File: config.mk
export PLATFORM = sky130hd
export DESIGN_NAME = cbs_sequencer
export DESIGN_NICKNAME = d
export VERILOG_FILES = /design/src/hdl/cbs_pkg.sv /design/src/hdl/cbs_sequencer.sv
export SDC_FILE = /design/constraint.sdc
export NUM_CORES = 1
export LEC_CHECK = 0
export ABC_AREA = 1
export BUFFER_PORTS_ARGS = -buffer_cell sky130_fd_sc_hd__buf_2
export CAP_MARGIN = 10
export CORE_ASPECT_RATIO = 2
export CORE_UTILIZATION = 58
export CTS_BUF_LIST = sky130_fd_sc_hd__clkbuf_4
export DETAILED_ROUTE_END_ITERATION = 8
export GPL_TIMING_DRIVEN = 0
export HOLD_SLACK_MARGIN = 0.03
export PLACE_DENSITY_LB_ADDON = 0.1
export SLEW_MARGIN = 5
export SYNTH_ARGS = -nofsm -noshare
export SYNTH_HDL_FRONTEND = slang
export SYNTH_SLANG_ARGS = --single-unit
File: constraint.sdc
create_clock -name clk -period 6.45 [get_ports clk]
set_clock_uncertainty 0.1 [all_clocks]
set_input_delay 0.645 -clock clk [delete_from_list [all_inputs] [get_ports clk]]
set_output_delay 0.645 -clock clk [all_outputs]
set_load 0.005 [all_outputs]
File: src/hdl/cbs_pkg.sv
// Package and per-cycle step table for the bus cycle sequencer.
// Assumes a single clock; the step table is purely combinational.
`timescale 1ns/10ps

package cbs_pkg;

	// ----------------------------------------------------------------
	// Types
	// ----------------------------------------------------------------
	typedef enum logic [2:0] {
		OP_RETURN_SUB         = 3'h0,
		OP_WAIT_FOR_INTERRUPT = 3'h1,
		OP_MULTIPLY_8X8       = 3'h2,
		OP_INTERRUPT_RETURN   = 3'h3,
		OP_SOFTWARE_INTERRUPT = 3'h4
	} cbs_op_e;

	typedef enum logic [1:0] {
		BASE_OPCODE = 2'h0,
		BASE_STACK  = 2'h1,
		BASE_DUMMY  = 2'h2,
		BASE_VECTOR = 2'h3
	} cbs_base_e;

	typedef enum logic [2:0] {
		BYTE_NONE = 3'h0,
		BYTE_PCL  = 3'h1,
		BYTE_PCH  = 3'h2,
		BYTE_XL   = 3'h3,
		BYTE_XH   = 3'h4,
		BYTE_A    = 3'h5,
		BYTE_B    = 3'h6,
		BYTE_CC   = 3'h7
	} cbs_byte_e;

	typedef enum logic [1:0] {
		ST_IDLE = 2'b00,
		ST_RUN  = 2'b01
	} cbs_state_e;

	// ----------------------------------------------------------------
	// Addresses, cycle numbers, lengths, offsets
	// ----------------------------------------------------------------
	localparam logic [15:0] ADDR_DUMMY      = 16'hffff;
	localparam logic [15:0] ADDR_VECTOR     = 16'hfffa;
	localparam logic [3:0]  CYC_IDLE        = 4'h0;
	localparam logic [3:0]  CYC_FETCH       = 4'h1;
	localparam logic [3:0]  CYC_NEXT        = 4'h2;
	localparam logic [3:0]  CYC_STACK       = 4'h3;
	localparam logic [3:0]  CYC_SOFT_DUMMY  = 4'ha;
	localparam logic [3:0]  CYC_SOFT_VECTOR = 4'hb;
	localparam logic [3:0]  LEN_RETURN_SUB  = 4'h5;
	localparam logic [3:0]  LEN_WAIT        = 4'h9;
	localparam logic [3:0]  LEN_MULTIPLY    = 4'ha;
	localparam logic [3:0]  LEN_INT_RETURN  = 4'ha;
	localparam logic [3:0]  LEN_SOFT_INT    = 4'hc;
	localparam logic [3:0]  OFF_ZERO        = 4'h0;
	localparam logic [3:0]  OFF_NEXT        = 4'h1;
	localparam logic [3:0]  OFF_SOFT_DUMMY  = 4'h9;
	localparam logic [15:0] FRAME_FULL      = 16'h0007;
	localparam logic [15:0] FRAME_RETURN    = 16'h0002;

	// ----------------------------------------------------------------
	// Stack order and instruction length helpers
	// ----------------------------------------------------------------
	function automatic cbs_byte_e push_byte(input logic [3:0] idx);
		unique case (idx)
			4'h0: push_byte = BYTE_PCL;
			4'h1: push_byte = BYTE_PCH;
			4'h2: push_byte = BYTE_XL;
			4'h3: push_byte = BYTE_XH;
			4'h4: push_byte = BYTE_A;
			4'h5: push_byte = BYTE_B;
			4'h6: push_byte = BYTE_CC;
			default: push_byte = BYTE_NONE;
		endcase
	endfunction

	function automatic cbs_byte_e pull_byte(input logic [3:0] idx);
		unique case (idx)
			4'h1: pull_byte = BYTE_CC;
			4'h2: pull_byte = BYTE_B;
			4'h3: pull_byte = BYTE_A;
			4'h4: pull_byte = BYTE_XH;
			4'h5: pull_byte = BYTE_XL;
			4'h6: pull_byte = BYTE_PCH;
			4'h7: pull_byte = BYTE_PCL;
			default: pull_byte = BYTE_NONE;
		endcase
	endfunction

	function automatic logic [3:0] op_length(input cbs_op_e op);
		unique case (op)
			OP_RETURN_SUB:         op_length = LEN_RETURN_SUB;
			OP_WAIT_FOR_INTERRUPT: op_length = LEN_WAIT;
			OP_MULTIPLY_8X8:       op_length = LEN_MULTIPLY;
			OP_INTERRUPT_RETURN:   op_length = LEN_INT_RETURN;
			default:               op_length = LEN_SOFT_INT;
		endcase
	endfunction

endpackage

// Decodes one bus cycle of one instruction into address base, offset,
// direction and which byte is written or captured.
module cbs_step
	import cbs_pkg::*;
(
	// Selection
	input  wire cbs_op_e   op,
	input  wire logic [3:0] cycle,
	// Step
	output cbs_base_e      base,
	output logic [3:0]     off,
	output logic           rw,
	output cbs_byte_e      wsel,
	output cbs_byte_e      rsel,
	output logic           last
);

	always_comb begin
		base = BASE_DUMMY;
		off  = OFF_ZERO;
		rw   = 1'b1;
		wsel = BYTE_NONE;
		rsel = BYTE_NONE;
		last = (cycle == op_length(op));
		if (cycle == CYC_FETCH) begin
			base = BASE_OPCODE;
		end else if (cycle == CYC_NEXT) begin
			base = BASE_OPCODE;
			off  = OFF_NEXT;
		end else if (cycle != CYC_IDLE) begin
			unique case (op)
				OP_RETURN_SUB: begin
					base = BASE_STACK;
					off  = cycle - CYC_STACK;
					rsel = (cycle == LEN_RETURN_SUB) ? BYTE_PCL :
						(cycle == CYC_STACK) ? BYTE_NONE : BYTE_PCH;
				end
				OP_INTERRUPT_RETURN: begin
					base = BASE_STACK;
					off  = cycle - CYC_STACK;
					rsel = pull_byte(cycle - CYC_STACK);
				end
				OP_MULTIPLY_8X8: begin
					base = BASE_DUMMY;
				end
				default: begin
					// Wait and software interrupt share the stacking part
					if (cycle < CYC_SOFT_DUMMY) begin
						base = BASE_STACK;
						off  = CYC_STACK - cycle;
						rw   = 1'b0;
						wsel = push_byte(cycle - CYC_STACK);
					end else if (cycle == CYC_SOFT_DUMMY) begin
						base = BASE_STACK;
						off  = OFF_SOFT_DUMMY;
					end else begin
						base = BASE_VECTOR;
						off  = cycle - CYC_SOFT_VECTOR;
						rsel = (cycle == LEN_SOFT_INT) ? BYTE_PCL : BYTE_PCH;
					end
				end
			endcase
		end
	end

endmodule

File: src/hdl/cbs_sequencer.sv
// Bus cycle sequencer for five inherent instructions of an 8-bit core.
// Assumes memory answers reads in the same cycle on the core clock.
//
// Contract
// - Subroutine return: five reads, stack return address.
// - Wait: nine cycles, two reads then writes.
// - Stacking writes descending: PC, X, A, B, CC.
// - Multiply: ten reads, last eight at FFFF.
// - Interrupt return: ten reads pulling CC, B, A.
// - Interrupt return then pulls X and PC.
// - Software interrupt: twelve cycles, dummy read SP-7.
// - Software interrupt fetches handler from FFFA/FFFB.
`timescale 1ns/10ps

module cbs_sequencer
	import cbs_pkg::*;
(
	// Clock and reset
	input  wire logic        clk,
	input  wire logic        rst,
	// Request
	input  wire logic        start,
	input  wire cbs_op_e     op,
	input  wire logic [15:0] opcode_addr,
	input  wire logic [15:0] stack_ptr,
	input  wire logic [15:0] index_in,
	input  wire logic [7:0]  acc_a_in,
	input  wire logic [7:0]  acc_b_in,
	input  wire logic [7:0]  ccr_in,
	// Memory bus
	output logic [15:0]      addr,
	output logic             rw,
	output logic [7:0]       wr_data,
	output logic             bus_active,
	input  wire logic [7:0]  rd_data,
	// Result
	output logic             busy,
	output logic             done,
	output logic [15:0]      res_pc,
	output logic [15:0]      res_sp,
	output logic [15:0]      res_x,
	output logic [7:0]       res_a,
	output logic [7:0]       res_b,
	output logic [7:0]       res_cc
);

	// ----------------------------------------------------------------
	// Sequencing state
	// ----------------------------------------------------------------
	cbs_state_e  state;
	logic [3:0]  cycle;
	cbs_op_e     op_q;
	logic [15:0] opa_q;
	logic [15:0] sp_q;

	logic        go;
	logic        fin;
	logic [3:0]  next_cycle;
	cbs_op_e     next_op;
	logic [15:0] next_addr;
	logic [15:0] opa_src;

	logic        cur_rw;
	cbs_byte_e   cur_rsel;
	logic        cur_last;

	cbs_base_e   nxt_base;
	logic [3:0]  nxt_off;
	logic        nxt_rw;
	cbs_byte_e   nxt_wsel;

	function automatic logic [15:0] ext(input logic [3:0] o);
		ext = {{12{o[3]}}, o};
	endfunction

	function automatic logic [7:0] stack_byte(input cbs_byte_e s);
		unique case (s)
			BYTE_PCL: stack_byte = res_pc[7:0];
			BYTE_PCH: stack_byte = res_pc[15:8];
			BYTE_XL:  stack_byte = res_x[7:0];
			BYTE_XH:  stack_byte = res_x[15:8];
			BYTE_A:   stack_byte = res_a;
			BYTE_B:   stack_byte = res_b;
			BYTE_CC:  stack_byte = res_cc;
			default:  stack_byte = 8'h00;
		endcase
	endfunction

	// Current cycle decodes capture and end; next cycle feeds the bus
	cbs_step u_cur (
		.op   (op_q),
		.cycle(cycle),
		.base (),
		.off  (),
		.rw   (cur_rw),
		.wsel (),
		.rsel (cur_rsel),
		.last (cur_last)
	);

	cbs_step u_nxt (
		.op   (next_op),
		.cycle(next_cycle),
		.base (nxt_base),
		.off  (nxt_off),
		.rw   (nxt_rw),
		.wsel (nxt_wsel),
		.rsel (),
		.last ()
	);

	assign busy = (state == ST_RUN);
	assign go   = (state == ST_IDLE) && start;
	assign fin  = (state == ST_RUN) && cur_last;

	always_comb begin
		next_op = go ? op : op_q;
		opa_src = go ? opcode_addr : opa_q;
		if (go) begin
			next_cycle = CYC_FETCH;
		end else if (state == ST_RUN && !cur_last) begin
			next_cycle = cycle + 4'h1;
		end else begin
			next_cycle = CYC_IDLE;
		end
		unique case (nxt_base)
			BASE_OPCODE: next_addr = opa_src + ext(nxt_off);
			BASE_STACK:  next_addr = sp_q + ext(nxt_off);
			BASE_VECTOR: next_addr = ADDR_VECTOR + ext(nxt_off);
			default:     next_addr = ADDR_DUMMY;
		endcase
	end

	always_ff @(posedge clk or posedge rst) begin
		if (rst) begin
			state <= ST_IDLE;
			cycle <= CYC_IDLE;
		end else begin
			cycle <= next_cycle;
			if (go) begin
				state <= ST_RUN;
			end else if (fin) begin
				state <= ST_IDLE;
			end
		end
	end

	always_ff @(posedge clk or posedge rst) begin
		if (rst) begin
			op_q  <= OP_RETURN_SUB;
			opa_q <= 16'h0000;
			sp_q  <= 16'h0000;
		end else if (go) begin
			op_q  <= op;
			opa_q <= opcode_addr;
			sp_q  <= stack_ptr;
		end
	end

	// ----------------------------------------------------------------
	// Bus drive
	// ----------------------------------------------------------------
	// Registered so the bus never glitches between cycles
	always_ff @(posedge clk or posedge rst) begin
		if (rst) begin
			addr       <= ADDR_DUMMY;
			rw         <= 1'b1;
			wr_data    <= 8'h00;
			bus_active <= 1'b0;
		end else begin
			addr       <= next_addr;
			rw         <= nxt_rw;
			wr_data    <= stack_byte(nxt_wsel);
			bus_active <= (next_cycle != CYC_IDLE);
		end
	end

	// ----------------------------------------------------------------
	// Working registers and capture
	// ----------------------------------------------------------------
	// Dummy-read data is never captured; memory must tolerate those reads
	always_ff @(posedge clk or posedge rst) begin
		if (rst) begin
			res_pc <= 16'h0000;
			res_x  <= 16'h0000;
			res_a  <= 8'h00;
			res_b  <= 8'h00;
			res_cc <= 8'h00;
		end else if (go) begin
			res_pc <= opcode_addr + 16'h0001;
			res_x  <= index_in;
			res_a  <= acc_a_in;
			res_b  <= acc_b_in;
			res_cc <= ccr_in;
		end else if (state == ST_RUN && cur_rw) begin
			unique case (cur_rsel)
				BYTE_PCL: res_pc[7:0]  <= rd_data;
				BYTE_PCH: res_pc[15:8] <= rd_data;
				BYTE_XL:  res_x[7:0]   <= rd_data;
				BYTE_XH:  res_x[15:8]  <= rd_data;
				BYTE_A:   res_a        <= rd_data;
				BYTE_B:   res_b        <= rd_data;
				BYTE_CC:  res_cc       <= rd_data;
				default: ;
			endcase
		end
	end

	always_ff @(posedge clk or posedge rst) begin
		if (rst) begin
			done   <= 1'b0;
			res_sp <= 16'h0000;
		end else begin
			done <= fin;
			if (fin) begin
				unique case (op_q)
					OP_RETURN_SUB:       res_sp <= sp_q + FRAME_RETURN;
					OP_INTERRUPT_RETURN: res_sp <= sp_q + FRAME_FULL;
					OP_MULTIPLY_8X8:     res_sp <= sp_q;
					default:             res_sp <= sp_q - FRAME_FULL;
				endcase
			end
		end
	end
endmodule

==> impl_metrics.ini <==
[route]
wl_met1_um = 9650
avgViaCountPerCell = 5.80
drc_errors = 0
ant_nets = 0
first_iter_violations = 526
met3WireLength_um = 1740
vias = 9490
wl_per_cell_um = 18.6
drt_pass1_iterations = 6
dr.max_layer_used = met4
wl_met2_um = 16000
wl_um = 30400

[cts]
insertion_delay_ns = 0.58
clk_pin_slew_ns = 0.13
cts_buffers = 17
cts.sinks = 139
root_buffer = clkbuf_4
htreeDepth = 4
cts_hold_buf = 0
cts_setup_buffers = 0
cts_tree = built
cts_buffer_depth = 2
post_cts_resized = 0

[setup_path]
crit_type = register to register
reg2regPathDepth = 28
crit_path_end_kind = register
critPathLaunchType = register
crit_fanout = 14
required_ns = 6.88
cpPeakStageDelay_ns = 0.82
cpMostUsedCell = nand2_1
slowest_stage = nor2_1
cp.arrival_ns = 6.07

[layout]
stdcell_count = 1637
layout.area.seq_um2 = 3500
syn2layout_area_growth_pct = 16.9
drive_gt1_share_pct = 20.7
nets = 1561
fillCellCount = 1416
multiInputGateArea_um2 = 4990

[timing]
min_period_over_period_pct = 87.4
rsz0062_at_grt = false
worst_slew_pin_slew_ns = 1.10
finalSetupTns_ns = 0
worst_slack_ns = 0.814
hold_viol_final = 0
slew-limit-headroom_pct = 26.5
final-setup-viol-count = 0
fmax_ghz = 0.177
min_period_ns = 5.64
final_max_slew_viol_count = 0

[yosys]
synth-seq-area-share_pct = 38.4
async_reset_ff_share_pct = 100
yosysWarnings = 0
synth.distinct_cells = 56
synth_area_um2 = 9110
yosysTopAreaCell = dfrtp_1
synth_area_leaders = dfrtp_1 (34%), nand2_1 (15%), ha_1 (6.6%)
synth.avg_cell_area_um2 = 7.47
ys_seq_elements = 139
synth-edff-count = 0
synth_cells = 1220
syn_nets = 1356
synth.top_cell.area_share_pct = 33.5
synthFlopType = dfrtp_1

[grt]
grt_pass1_wl_um = 47100
grt_use_total_pct = 38.3
grt-ovfl-total = 0
grt_start_max_net_pins = 75
grt_antenna_before_repair = 1
grt_pass1_vias = 9365

[floorplanning]
rows = 64
dieArea_um2 = 16200
core_um2 = 15300
initial_core_util_pct = 59.6
io_pins = 186
die_h_um = 179
die_w_um = 90.6

[placement]
io_buffers = 185
dp_hpwl_um = 24100
dp.cells = 1604
place_congestion = 1.05
place_ws_ns = 0.924

[run_status]
status = complete, no violations

[worst_hold_path]
hold_class = input port to asynchronous set/reset pin

[job]
max_cap_viol_count = 0
-- metal layers --
layer	track usage, %	vias up
met1	34.5	4392
met3	6.23	140
met4	36.6	0
li1	-	4524
met2	71.0	434
met5	0	-
-- logic make-up (layout without fill, tap and decap cells) --
| family | count (synthesis) | after routing | synth area share, % |
|---|---|---|---|
| compound gates | 263 | 263 | 17.7 |
| xor+xnor | 11 | 11 | 1.14 |
| fa+ha+maj | 50 | 50 | 7.03 |
| buf+inv | 153 | 371 | 6.76 |
| flops | 139 | 139 | 38.4 |
| other cells | 0 | 1 | 0 |
| simple gates | 604 | 604 | 28.9 |
-- registers in the layout, summed over array words and instances, names as in the netlist, 16 cells and up --
signal  cells
addr       16
res_pc     16
res_x      16
sp_q       16
res_sp     16
opa_q      16
-- cells in the final DEF, fill, tap and decap left out, types with 18 or more instances in the layout --
cell type  count
a21oi_1       54
buf_2        192
clkbuf_4      18
dfrtp_1      122
ha_1          48
inv_1        106
nand2_1      360
nand3_1       90
nor2_1        88
o211ai_1      45
o21ai_0       91
-- through the flow --
step           utilization (%)  hold slack, ns  instance area, um2
2_1_floorplan                -           0.345                9110
3_3_place_gp              67.2           0.360               10300
3_5_place_dp              67.4           0.361               10300
4_1_cts                   69.6          0.0821               10600
5_1_grt                   69.6           0.118               10600
6_report                  69.6          0.0793               10600
-- final cells by class --
class | instances | share of cell area [%]
diodes | 1 | 0.0235
plain buffers | 32 | 1.49
clock buffers | 18 | 1.27
clock inverters | 14 | 1.83
inverters | 121 | 4.34
multi-input cells | 928 | 46.9
flip-flops and latches | 139 | 32.9
well taps | 198 | 2.33
repair buffers | 186 | 8.95
-- worst paths after layout --
check / slack, ns / end / start
max in group asynchronous: 5.34 / addr[1] / rst
min in group clk: 0.16 / sp_q[13] / stack_ptr[13]
hold / removal: 0.08 / res_x[13] / rst
hold reg to reg: 0.39 / res_sp[4] / res_sp[4]
setup reg to reg: 0.81 / addr[12] / op_q[1]
setup / recovery: 0.81 / addr[12] / op_q[1]
-- cells in the mapped netlist (3+ instances only) --
| master | number |
|---|---|
| nand2_1 | 360 |
| dfrtp_1 | 122 |
| inv_1 | 107 |
| o21ai_0 | 91 |
| nand3_1 | 90 |
| nor2_1 | 88 |
| a21oi_1 | 54 |
| ha_1 | 48 |
| o211ai_1 | 45 |
| clkbuf_1 | 17 |
| dfstp_2 | 17 |
| a31oi_1 | 16 |
| nand4_1 | 13 |
| inv_2 | 12 |
| nor3_1 | 11 |
| o21a_1 | 10 |
| xor2_1 | 9 |
| a21o_1 | 7 |
| buf_2 | 7 |
| nor4_1 | 7 |
| or2_2 | 7 |
| a2bb2oi_1 | 6 |
| nand2_4 | 6 |
| a41oi_1 | 4 |
| nand2_2 | 4 |
| nor2_4 | 4 |
| o21ai_1 | 4 |
| o31ai_1 | 4 |
| a221oi_1 | 3 |
| a22oi_1 | 3 |
| buf_1 | 3 |
| buf_6 | 3 |
| nand3_2 | 3 |
| nor2_2 | 3 |
| o21ai_2 | 3 |
| o21bai_1 | 3 |
-- critical path, delay by kind of cell, from the launching register on --
kind,cells,cell delay (ns)
compound gates,4,1.20
fa+ha+maj,2,0.59
buf+inv,5,0.63
flops,1,0.59
simple gates,17,2.49
Power is left out: the tool's default activity adds up to more than one toggle a clock period on the data nets, which glitch-free logic cannot reach.
